==> config.mk <==
export PLATFORM = sky130hd
export DESIGN_NAME = solm_top
export DESIGN_NICKNAME = d
export VERILOG_FILES = /design/src/include/solm_pkg.sv /design/src/hw/solm_clamp.sv /design/src/hw/solm_top.sv
export SDC_FILE = /design/constraint.sdc
export NUM_CORES = 1
export LEC_CHECK = 0
export ABC_AREA = 1
export BUFFER_PORTS_ARGS = -buffer_cell sky130_fd_sc_hd__clkbuf_2
export CAP_MARGIN = 25
export CORE_MARGIN = 4
export CORE_UTILIZATION = 55
export DETAILED_ROUTE_END_ITERATION = 10
export MAX_ROUTING_LAYER = met4
export PLACE_DENSITY = 0.73
export SYNTH_ARGS = -nofsm -noshare
export SYNTH_HDL_FRONTEND = slang
export SYNTH_SLANG_ARGS = --single-unit
==> constraint.sdc <==
create_clock -name clk_i -period 19.7 [get_ports clk_i]
set_input_delay 0.985 -clock clk_i [delete_from_list [all_inputs] [get_ports clk_i]]
set_output_delay 0.985 -clock clk_i [all_outputs]
set_load 0.005 [all_outputs]
==> src/include/solm_pkg.sv <==
// Constants shared by the servo output limit and settle monitor
`default_nettype none
package solm_pkg;
  // ****************************************************************
  // Timing
  // ****************************************************************
  localparam int CLK_KHZ = 20000;
  localparam int SERVO_PERIOD_NS = 102400;
  localparam int SERVO_CYCLES = (SERVO_PERIOD_NS * CLK_KHZ + 999_999) / 1_000_000;
  localparam int TICK_W = $clog2(SERVO_CYCLES);

  // ****************************************************************
  // Register byte offsets
  // ****************************************************************
  localparam logic [7:0] OFS_CTRL = 8'h00;
  localparam logic [7:0] OFS_CUR_CAP = 8'h04;
  localparam logic [7:0] OFS_ENERGY_CAP = 8'h08;
  localparam logic [7:0] OFS_DRIVE_OFFSET = 8'h0C;
  localparam logic [7:0] OFS_DRIVE_LIMIT = 8'h10;
  localparam logic [7:0] OFS_SETTLE_BAND = 8'h14;
  localparam logic [7:0] OFS_SETTLE_TIME = 8'h18;
  localparam logic [7:0] OFS_TRACK_WIN = 8'h1C;
  localparam logic [7:0] OFS_ERR_LIMIT = 8'h20;
  localparam logic [7:0] OFS_STATUS = 8'h24;
  localparam logic [7:0] OFS_POS_ERR = 8'h28;
  localparam logic [7:0] OFS_ENERGY = 8'h2C;

  // ****************************************************************
  // Fields and reset values
  // ****************************************************************
  localparam int CTRL_LOOP_EN = 0;
  localparam int ST_MOVE_DONE = 0;
  localparam int ST_TRACKING = 13;
  localparam int ST_SETTLED = 14;
  localparam int ST_MOTION_ERR = 15;
  localparam int ST_FOLDBACK = 25;
  localparam logic [6:0] PCT_FULL = 7'h64;
  localparam logic [15:0] PEAK_FULL = 16'h7FFF;
  localparam logic [6:0] RST_CUR_CAP = 7'h64;
  localparam logic [6:0] RST_ENERGY_CAP = 7'h64;
  localparam logic [15:0] RST_DRIVE_OFFSET = 16'h0000;
  localparam logic [14:0] RST_DRIVE_LIMIT = 15'h7FFF;
  localparam logic [15:0] RST_SETTLE_BAND = 16'h0014;
  localparam logic [14:0] RST_SETTLE_TIME = 15'h0000;
  localparam logic [15:0] RST_TRACK_WIN = 16'h0064;
  localparam logic [15:0] RST_ERR_LIMIT = 16'hFFFF;
endpackage
`default_nettype wire

==> src/hw/solm_clamp.sv <==
// Registered symmetric saturation of a signed word to a programmable magnitude
`default_nettype none
module solm_clamp #(
  parameter int W = 16
) (
  input wire logic clk_i,
  input wire logic rst_i,
  input wire logic signed [W:0] value_i,
  input wire logic [W-2:0] limit_i,
  output logic signed [W-1:0] value_o
);
  logic signed [W:0] pos_lim;
  logic signed [W:0] neg_lim;

  assign pos_lim = $signed({2'b00, limit_i});
  assign neg_lim = -pos_lim;

  always_ff @(posedge clk_i) begin
    if (rst_i) begin
      value_o <= '0;
    end else if (value_i > pos_lim) begin
      value_o <= pos_lim[W-1:0];
    end else if (value_i < neg_lim) begin
      value_o <= neg_lim[W-1:0];
    end else begin
      value_o <= value_i[W-1:0];
    end
  end
endmodule
`default_nettype wire

==> src/hw/solm_top.sv <==
// Servo output conditioning, foldback, settle and tracking monitor with Avalon-MM registers
//
// Implementation choices: the Avalon-MM register port and the register offsets.
`default_nettype none
module solm_top #(
  parameter logic [39:0] ENERGY_FULL = 40'h00_0100_0000,
  parameter int DW = 16
) (
  input wire logic clk_i,
  input wire logic rst_i,
  // Avalon-MM slave
  input wire logic [7:0] avs_address_i,
  input wire logic avs_read_i,
  input wire logic avs_write_i,
  input wire logic [31:0] avs_writedata_i,
  input wire logic [3:0] avs_byteenable_i,
  output logic [31:0] avs_readdata_o,
  output logic avs_waitrequest_o,
  // Servo datapath
  input wire logic signed [DW-1:0] filter_out_i,
  input wire logic signed [DW-1:0] current_cmd_i,
  input wire logic signed [31:0] demand_pos_i,
  input wire logic signed [31:0] encoder_pos_i,
  input wire logic profile_done_i,
  output logic signed [DW-1:0] drive_o,
  output logic signed [DW-1:0] current_o,
  output logic servo_tick_o,
  output logic move_done_o,
  output logic settled_o,
  output logic tracking_o,
  output logic foldback_o,
  output logic axis_stop_o
);
  import solm_pkg::*;

  // ****************************************************************
  // Registers
  // ****************************************************************
  logic loop_en;
  logic [6:0] cur_cap_pct;
  logic [6:0] energy_cap_pct;
  logic [15:0] drive_offset;
  logic [14:0] drive_limit;
  logic [15:0] settle_band;
  logic [14:0] settle_time;
  logic [15:0] track_win;
  logic [15:0] err_limit;
  logic motion_err;
  logic [31:0] pos_err;
  logic [31:0] energy;
  logic [14:0] hold_cnt;
  logic [TICK_W-1:0] div_cnt;
  logic tick;
  logic bus_wr;
  logic bus_rd;
  logic [31:0] status_word;
  logic [31:0] next_rdata;
  logic [31:0] wr_word;

  function automatic logic [31:0] merge(input logic [31:0] old_v, input logic [31:0] new_v,
                                        input logic [3:0] be);
    logic [31:0] r;
    r = old_v;
    for (int b = 0; b < 4; b++) begin
      if (be[b]) begin
        r[8*b +: 8] = new_v[8*b +: 8];
      end
    end
    return r;
  endfunction

  // ****************************************************************
  // Bus handshake
  // ****************************************************************
  // One wait cycle per access: read data are registered while waitrequest is
  // high, so the master samples them at the same edge it sees waitrequest low.
  assign bus_wr = avs_write_i && !avs_waitrequest_o;
  assign bus_rd = avs_read_i && avs_waitrequest_o;

  always_ff @(posedge clk_i) begin
    if (rst_i) begin
      avs_waitrequest_o <= 1'b1;
    end else if ((avs_read_i || avs_write_i) && avs_waitrequest_o) begin
      avs_waitrequest_o <= 1'b0;
    end else begin
      avs_waitrequest_o <= 1'b1;
    end
  end

  always_comb begin
    status_word = '0;
    status_word[ST_MOVE_DONE] = move_done_o;
    status_word[ST_TRACKING] = tracking_o;
    status_word[ST_SETTLED] = settled_o;
    status_word[ST_MOTION_ERR] = motion_err;
    status_word[ST_FOLDBACK] = foldback_o;
  end

  always_comb begin
    case (avs_address_i)
      OFS_CTRL: next_rdata = {31'h0000_0000, loop_en};
      OFS_CUR_CAP: next_rdata = {25'h000_0000, cur_cap_pct};
      OFS_ENERGY_CAP: next_rdata = {25'h000_0000, energy_cap_pct};
      OFS_DRIVE_OFFSET: next_rdata = {{16{drive_offset[15]}}, drive_offset};
      OFS_DRIVE_LIMIT: next_rdata = {17'h0_0000, drive_limit};
      OFS_SETTLE_BAND: next_rdata = {16'h0000, settle_band};
      OFS_SETTLE_TIME: next_rdata = {17'h0_0000, settle_time};
      OFS_TRACK_WIN: next_rdata = {16'h0000, track_win};
      OFS_ERR_LIMIT: next_rdata = {16'h0000, err_limit};
      OFS_STATUS: next_rdata = status_word;
      OFS_POS_ERR: next_rdata = pos_err;
      OFS_ENERGY: next_rdata = energy;
      default: next_rdata = 32'h0000_0000;
    endcase
  end

  always_ff @(posedge clk_i) begin
    if (rst_i) begin
      avs_readdata_o <= 32'h0000_0000;
    end else if (bus_rd) begin
      avs_readdata_o <= next_rdata;
    end
  end

  // ****************************************************************
  // Configuration writes
  // ****************************************************************
  // Old contents come from the read mux so masked byte lanes keep their value
  assign wr_word = merge(next_rdata, avs_writedata_i, avs_byteenable_i);

  always_ff @(posedge clk_i) begin
    if (rst_i) begin
      loop_en <= 1'b0;
      cur_cap_pct <= RST_CUR_CAP;
      energy_cap_pct <= RST_ENERGY_CAP;
      drive_offset <= RST_DRIVE_OFFSET;
      drive_limit <= RST_DRIVE_LIMIT;
      settle_band <= RST_SETTLE_BAND;
      settle_time <= RST_SETTLE_TIME;
      track_win <= RST_TRACK_WIN;
      err_limit <= RST_ERR_LIMIT;
    end else if (bus_wr) begin
      case (avs_address_i)
        OFS_CTRL: begin
          loop_en <= wr_word[CTRL_LOOP_EN];
        end
        OFS_CUR_CAP: begin
          // Percent above full scale saturates; the peak itself is fixed
          cur_cap_pct <= (wr_word > 32'(PCT_FULL)) ? PCT_FULL : wr_word[6:0];
        end
        OFS_ENERGY_CAP: begin
          energy_cap_pct <= (wr_word > 32'(PCT_FULL)) ? PCT_FULL : wr_word[6:0];
        end
        OFS_DRIVE_OFFSET: begin
          drive_offset <= wr_word[15:0];
        end
        OFS_DRIVE_LIMIT: begin
          drive_limit <= wr_word[14:0];
        end
        OFS_SETTLE_BAND: begin
          settle_band <= wr_word[15:0];
        end
        OFS_SETTLE_TIME: begin
          settle_time <= wr_word[14:0];
        end
        OFS_TRACK_WIN: begin
          track_win <= wr_word[15:0];
        end
        OFS_ERR_LIMIT: begin
          err_limit <= wr_word[15:0];
        end
        default: begin
        end
      endcase
    end
  end

  // ****************************************************************
  // Servo cycle divider
  // ****************************************************************
  assign tick = (div_cnt == TICK_W'(SERVO_CYCLES - 1));

  always_ff @(posedge clk_i) begin
    if (rst_i) begin
      div_cnt <= '0;
      servo_tick_o <= 1'b0;
    end else begin
      div_cnt <= tick ? '0 : div_cnt + 1'b1;
      servo_tick_o <= tick;
    end
  end

  // ****************************************************************
  // Position error
  // ****************************************************************
  logic signed [32:0] err_diff;
  logic [32:0] err_abs;

  assign err_diff = {demand_pos_i[31], demand_pos_i} - {encoder_pos_i[31], encoder_pos_i};
  assign err_abs = err_diff[32] ? 33'(-err_diff) : 33'(err_diff);

  always_ff @(posedge clk_i) begin
    if (rst_i) begin
      pos_err <= 32'h0000_0000;
    end else if (tick) begin
      // Saturate so a huge error never wraps back into a window
      pos_err <= err_abs[32] ? 32'hFFFF_FFFF : err_abs[31:0];
    end
  end

  // ****************************************************************
  // Settle monitor
  // ****************************************************************
  logic settle_cond;

  assign settle_cond = profile_done_i && (pos_err <= {16'h0000, settle_band});

  // Settled is written only here, never from the bus
  always_ff @(posedge clk_i) begin
    if (rst_i) begin
      hold_cnt <= '0;
      settled_o <= 1'b0;
    end else if (settle_time == '0) begin
      hold_cnt <= '0;
      settled_o <= profile_done_i;
    end else if (!settle_cond) begin
      hold_cnt <= '0;
      settled_o <= 1'b0;
    end else if (tick) begin
      if (hold_cnt >= settle_time) begin
        settled_o <= 1'b1;
      end else begin
        hold_cnt <= hold_cnt + 1'b1;
      end
    end
  end

  // Never completes while the band is unreached and the count is nonzero
  always_ff @(posedge clk_i) begin
    if (rst_i) begin
      move_done_o <= 1'b0;
    end else begin
      move_done_o <= profile_done_i && settled_o;
    end
  end

  // ****************************************************************
  // Tracking window and motion error
  // ****************************************************************
  // Tracking only reports; it feeds nothing that stops the axis
  always_ff @(posedge clk_i) begin
    if (rst_i) begin
      tracking_o <= 1'b1;
    end else if (pos_err > {16'h0000, track_win}) begin
      tracking_o <= 1'b0;
    end else begin
      tracking_o <= 1'b1;
    end
  end

  // Sticky; software clears by writing one to its status bit, a new trip wins
  always_ff @(posedge clk_i) begin
    if (rst_i) begin
      motion_err <= 1'b0;
      axis_stop_o <= 1'b0;
    end else begin
      if (loop_en && pos_err > {16'h0000, err_limit}) begin
        motion_err <= 1'b1;
      end else if (bus_wr && avs_address_i == OFS_STATUS && avs_byteenable_i[1]
                   && avs_writedata_i[ST_MOTION_ERR]) begin
        motion_err <= 1'b0;
      end
      axis_stop_o <= motion_err;
    end
  end

  // ****************************************************************
  // Current foldback
  // ****************************************************************
  logic [15:0] cur_cap;
  logic [31:0] energy_cap;
  logic [15:0] cur_abs;
  logic [32:0] next_energy;
  logic [22:0] cap_prod;
  logic [46:0] ecap_prod;

  assign cap_prod = PEAK_FULL * cur_cap_pct;
  assign cur_cap = 16'(cap_prod / PCT_FULL);
  assign ecap_prod = ENERGY_FULL * energy_cap_pct;
  assign energy_cap = 32'(ecap_prod / PCT_FULL);
  assign cur_abs = current_cmd_i[15] ? 16'(-current_cmd_i) : 16'(current_cmd_i);

  always_comb begin
    if (cur_abs > cur_cap) begin
      next_energy = {1'b0, energy} + {17'h0_0000, 16'(cur_abs - cur_cap)};
    end else if ({16'h0000, 16'(cur_cap - cur_abs)} >= energy) begin
      next_energy = '0;
    end else begin
      next_energy = {1'b0, energy} - {17'h0_0000, 16'(cur_cap - cur_abs)};
    end
  end

  always_ff @(posedge clk_i) begin
    if (rst_i) begin
      energy <= 32'h0000_0000;
    end else if (tick) begin
      energy <= next_energy[32] ? 32'hFFFF_FFFF : next_energy[31:0];
    end
  end

  always_ff @(posedge clk_i) begin
    if (rst_i) begin
      foldback_o <= 1'b0;
    end else if (energy > energy_cap) begin
      foldback_o <= 1'b1;
    end else if (energy == 32'h0000_0000) begin
      foldback_o <= 1'b0;
    end
  end

  // ****************************************************************
  // Output conditioning
  // ****************************************************************
  logic signed [DW:0] drive_sum;
  logic [DW-2:0] cur_lim;

  // Offset only while the loop is closed
  assign drive_sum = {filter_out_i[DW-1], filter_out_i}
                     + (loop_en ? {drive_offset[15], drive_offset} : 17'h0_0000);
  assign cur_lim = foldback_o ? cur_cap[DW-2:0] : PEAK_FULL[DW-2:0];

  solm_clamp #(.W(DW)) u_drive_clamp (
    .clk_i(clk_i),
    .rst_i(rst_i),
    .value_i(drive_sum),
    .limit_i(drive_limit),
    .value_o(drive_o)
  );

  solm_clamp #(.W(DW)) u_cur_clamp (
    .clk_i(clk_i),
    .rst_i(rst_i),
    .value_i({current_cmd_i[DW-1], current_cmd_i}),
    .limit_i(cur_lim),
    .value_o(current_o)
  );
endmodule
`default_nettype wire

==> impl_metrics.ini, run 1 <==
[yosys]
synth.top_cell.area_share_pct = 15.93
ys.flop_type = dfxtp_1
synth.top_cells.by_area = dfxtp_1 (16%), ha_1 (12%), nand2_1 (11%)
yosysTopAreaCell = dfxtp_1
yosysMostFrequentCell = nand2_1
synthesis.area_mm2 = 0.03406
async_flop_share_pct = 0
yosysUniqueCellTypes = 73
yosys-top-cells-count = nand2_1 (953), inv_1 (829), a21oi_1 (384)
synth_area_per_cell_um2 = 6.617
yosys_warnings = 0
ys_ff_latch = 271
synth_edf_count = 0
syn_inst = 5148
syn-num-nets = 5649
synth-seq-area-share_pct = 15.93

[grt]
grt_antenna_before_repair = 0
grt_use_total_pct = 30.76
grt_pass1_wl_mm = 164.4
grt_use_met2_pct = 49.78
globalRouteOverflowTotal = 0
grt_max_degree = 63
grtUsageMet1_pct = 39.49
grt_util_met3_pct = 3.894
grt_pass1_vias = 31860
busiest_layer = met2

[run]
drv_cap = 0

[hold_path]
min_path_cells = 1
hold_start = div_cnt[0]
min_to = div_cnt[0]
min_path_type = register to register

[clock_network]
clkSinkCount = 271
clockBufferDepth = 3
clkTransAtPathRegs_ns = 0.08
cts_tree = yes
hold_buffers = 0
cts_buffers = 34
htree_levels = 2
clk-insertion-delay-late_ns = 0.56
cts_root_buf = clkbuf_16

[placement]
gp_congestion = 0.9994
post-dp-hpwl_mm = 83.54
dp_cells = 6130
place_area_mm2 = 0.03630
port_buffers = 215
place_ws_ns = -0.7287

[cells_and_area]
antenna_cells = 0
finalInstanceArea_mm2 = 0.03834
finalNonFillerCells = 6245
finalNetCount = 5940
nFillCells = 5801
area_delta_synth_final_pct = 12.55
drive_above_1_share_pct = 18.65

[sta]
fmax_mhz = 55.13
post-route-min-period_ns = 18.14
setup_ws_ns = 1.561
final.period_utilization_pct = 92.08
slew_viol_final = 0
slew_headroom_pct = 27.13
hold_ws_ns = 0.4510
finalSetupViolCount = 0
hold_viol_final = 0
tightestPinTransition_ns = 1.089
finalClockSkew_ns = 0.02523

[routing]
drtAntennaViolNets = 0
drcViolationCount = 0
vias = 34910
initialDrtViolationCount = 2940
wirelength_mm = 104.1
wl_per_cell_um = 16.67
avgViaCountPerCell = 5.590
drt-pass1-iter-count = 6

[worst_setup_path]
r2r_start = cur_cap_pct[4]
cp_slowest_stage_delay_ns = 0.64
cp-start-kind = register
path_max_fanout = 12
crit_path_top_delay_cell = fa_2
path_delay_family = simple AND/OR/NAND/NOR gates
ff2ff_setup_slack_ns = 1.56
worstSetupPathType = register to register
cp_data_required_time_ns = 20.21
crit_cells = 127
timing.rr.end = u_cur_clamp.value_o[1]
cp_data_arrival_time_ns = 18.65
critPathCaptureType = register
path_buf_inv = 15
cp_common_cell = nand2_1
reg2reg_depth = 127

[floorplan]
die_h_um = 256.9
die_w_um = 256.9
start_util_pct = 56.02
core_mm2 = 0.06081
core.rowCount = 90
pin_count = 216
die_area_mm2 = 0.06598

[run_status]
status = finished clean
-- metal layers --
layer  up-vias  routed length (um)  share of wire (%)
met5         -                   0                  0
met4         0                4388                4.2
met3       243                6488                6.2
met2      1132               48210                 46
met1     15850               45010                 43
li1      17680                   -                  -
-- metrics by stage --
step	TNS (ns)	utilization, %
finish	0	63.05
global route	-11.00	63.05
CTS	0	61.66
detailed placement	-20.32	59.69
global placement	-0.1762	59.68
floorplan	0	-
-- sequential cells by signal, indices dropped and copies added, names as in the netlist, 11 cells and up --
signal	count
u_cur_clamp.value_o	16
div_cnt	11
settle_time	15
settle_band	16
u_drive_clamp.value_o	16
drive_limit	15
pos_err	32
hold_cnt	15
track_win	16
avs_readdata_o	32
err_limit	16
drive_offset	16
energy	32
-- kinds of logic (layout without fill, tap and decap cells) --
group	after synthesis	count (layout)	synth area share (%)
buffers and inverters	991	1305	11.42
AND/OR/NAND/NOR	2263	2264	35.78
flip-flops	271	271	15.93
AO/OA/AOI/OAI	1062	1062	17.89
XOR/XNOR	203	203	5.220
multiplexers	2	2	0.05877
adder cells (fa/ha/maj)	356	356	13.69
-- what timing repair did --
action | CTS | global route
buffers inserted | 0 | 54
pin swaps | 0 | 31
setup endpoints to repair | 44 | 49
gates cloned | 0 | 1
resized for setup | 13 | 127
-- how the worst max path moves through the flow --
stage / end / startpoint / slack, ns
4_1_cts: energy[23] / cur_cap_pct[1] / 0.05
6_report: u_cur_clamp.value_o[1] / cur_cap_pct[4] / 1.56
3_3_place_gp: energy[26] / cur_cap_pct[4] / -0.09
5_1_grt: u_cur_clamp.value_o[1] / cur_cap_pct[3] / -0.33
3_5_place_dp: energy[26] / cur_cap_pct[3] / -0.73
2_1_floorplan: energy[14] / cur_cap_pct[4] / 1.67
-- placed cells by master (no fill, tap or decap), drive strengths merged, types with 14 or more instances in the layout --
master,synthesis,layout
o211ai,27,27
nand2,1220,1220
fa,28,28
xor2,153,153
ha,328,328
nor3,66,66
clkinv,16,19
nor2,442,442
nand3,329,330
inv,863,864
nand4,140,140
o21ai,390,390
a211oi,24,24
o21bai,27,27
o21a,14,14
o31ai,17,17
o22ai,64,64
clkbuf,98,261
dfxtp,271,271
buf,14,152
a31oi,15,15
a221oi,31,31
a21oi,388,388
nor4,30,30
xnor2,50,50
or2,14,14
-- area by class of cell --
cell class,instances,area [um2],area share [%]
inverter,879,3334,8.698
timing repair buffer,366,2258,5.891
tap,782,978.4,2.552
clock inverter,13,183.9,0.4798
clock buffer,47,980.9,2.559
sequential,271,5431,14.17
multi-input combinational,3887,25170,65.65
Power of run 1 is not shown: default switching activity piles up to over one toggle a cycle in this logic, so the estimate is an artifact.
==> run 2: changes to the inputs <==
Settings changed: CORE_MARGIN 4 to not set.
==> impl_metrics.ini, run 2 (same netlist as run 1, synthesis figures left out) <==
[sta]
slew_viol_final = 0
fmax_mhz = 55.03
setup_tns_ns = 0
hold_viol_final = 0
tightestPinTransition_ns = 1.104
hold_ws_ns = 0.4472
finalClockSkew_ns = 0.02567
final.period_utilization_pct = 92.25
finalSetupViolCount = 0
post-route-min-period_ns = 18.17
setup_ws_ns = 1.528
slew_headroom_pct = 24.26

[routing]
avgViaCountPerCell = 5.647
drcViolationCount = 0
wl_per_cell_um = 16.61
wl_met1_mm = 44.30
vias = 35180
initialDrtViolationCount = 2729
highest_layer = met4
drt-pass1-iter-count = 6
drtAntennaViolNets = 0
wl_met3_mm = 6.405
wirelength_mm = 103.5
wl_met2_mm = 47.79

[cells_and_area]
reg_top3 = avs_readdata_o (32), energy (32), pos_err (32)
final_common_cell = nand2_1
drive_above_1_share_pct = 18.44
final_cell_mix = nand2_1 (924), inv_1 (822), a21oi_1 (376), o21ai_0 (360), nor2_1 (345)
finalNonFillerCells = 6230
finalNetCount = 5919
area_delta_synth_final_pct = 12.67

[worst_setup_path]
crit_path_top_delay_cell = fa_2
r2r_start = cur_cap_pct[3]
path_max_fanout = 9
critPathCaptureType = register
timing.rr.end = energy[28]
cp_common_cell = nand2_1
reg2reg_depth = 142
worstSetupPathType = register to register
cp_data_required_time_ns = 20.10
ff2ff_setup_slack_ns = 1.53
cp_data_arrival_time_ns = 18.57
cp-start-kind = register
cp_slowest_stage_delay_ns = 0.58

[floorplan]
die_w_um = 250.9
core.rowCount = 90
die_area_mm2 = 0.06293
core_mm2 = 0.06081
pin_count = 216
die_h_um = 250.9
start_util_pct = 56.02

[clock_network]
cts_root_buf = clkbuf_16
cts_tree = yes
hold_buffers = 0
clkTransAtPathRegs_ns = 0.06
clkSinkCount = 271
htree_levels = 2
clockBufferDepth = 3
clk-insertion-delay-late_ns = 0.58
cts_buffers = 35

[hold_path]
min_to = div_cnt[0]
hold_start = div_cnt[0]
min_path_type = register to register
min_path_cells = 1

[grt]
grt_use_total_pct = 32.68
grt_antenna_before_repair = 2
grt_pass1_vias = 32560
grt_pass1_wl_mm = 164.5
globalRouteOverflowTotal = 0
grt_max_degree = 81

[placement]
dp_cells = 6127
gp_congestion = 1.005
port_buffers = 215
place_ws_ns = -0.6166
post-dp-hpwl_mm = 82.10

[run]
drv_cap = 0

[run_status]
status = finished clean
[run 2: cell count changes in the layout (fill, tap and decap cells not counted), sizes merged]
| cell | change |
|---|---|
| nand3 | -1 |
| inv | +1 |
| bufinv | +7 |
| buf | -21 |
| clkinv | +3 |
| clkbuf | -3 |
| diode | +3 |
| clkinvlp | -4 |
[run 2: final cells by class]
| type | count | area (um2) |
|---|---|---|
| inverters | 879 | 3329 |
| flip-flops and latches | 271 | 5430 |
| multi-input cells | 3886 | 25170 |
| clock buffers | 44 | 959.7 |
| fillers | 5702 | 22430 |
| diodes | 3 | 7.507 |
| well taps | 782 | 978.4 |
| repair buffers | 345 | 2087 |
| clock inverters | 20 | 419.2 |
[run 2: worst max path at each step]
stage,end,cells past startpoint,startpoint
floorplan,energy[14],129,cur_cap_pct[4]
global route,energy[31],147,cur_cap_pct[3]
CTS,energy[23],138,cur_cap_pct[1]
detailed placement,energy[26],128,cur_cap_pct[5]
finish,energy[28],142,cur_cap_pct[3]
global placement,energy[26],126,cur_cap_pct[5]
[run 2: repair_timing]
action	4_1_cts	5_1_grt
setup endpoints to repair	45	49
hold endpoints to repair	0	0
pin swaps	0	29
gates resized for setup	15	123
setup buffers	0	36
[run 2: routing by layer]
metal | vias up | global-route usage, %
li1 | 17660 | -
met1 | 16050 | 39.93
met2 | 1166 | 53.27
met3 | 307 | 4.276
met4 | 0 | 15.56
met5 | - | -
[run 2: critical path: cells and delay by family, from the launching register on]
family,cells,cell delay [ns]
flip-flops,1,0.38
buffers and inverters,21,1.95
AO/OA/AOI/OAI,23,3.37
adder cells (fa/ha/maj),7,2.79
XOR/XNOR,2,0.41
AND/OR/NAND/NOR,89,9.10
[run 2: per-stage QoR]
stage | utilization [%] | instance area [um2]
floorplan | - | 34060
detailed placement | 59.66 | 36280
global route | 63.11 | 38380
finish | 63.12 | 38380
CTS | 62.00 | 37700
global placement | 59.66 | 36280
Power of run 2 is left out for the same reason.
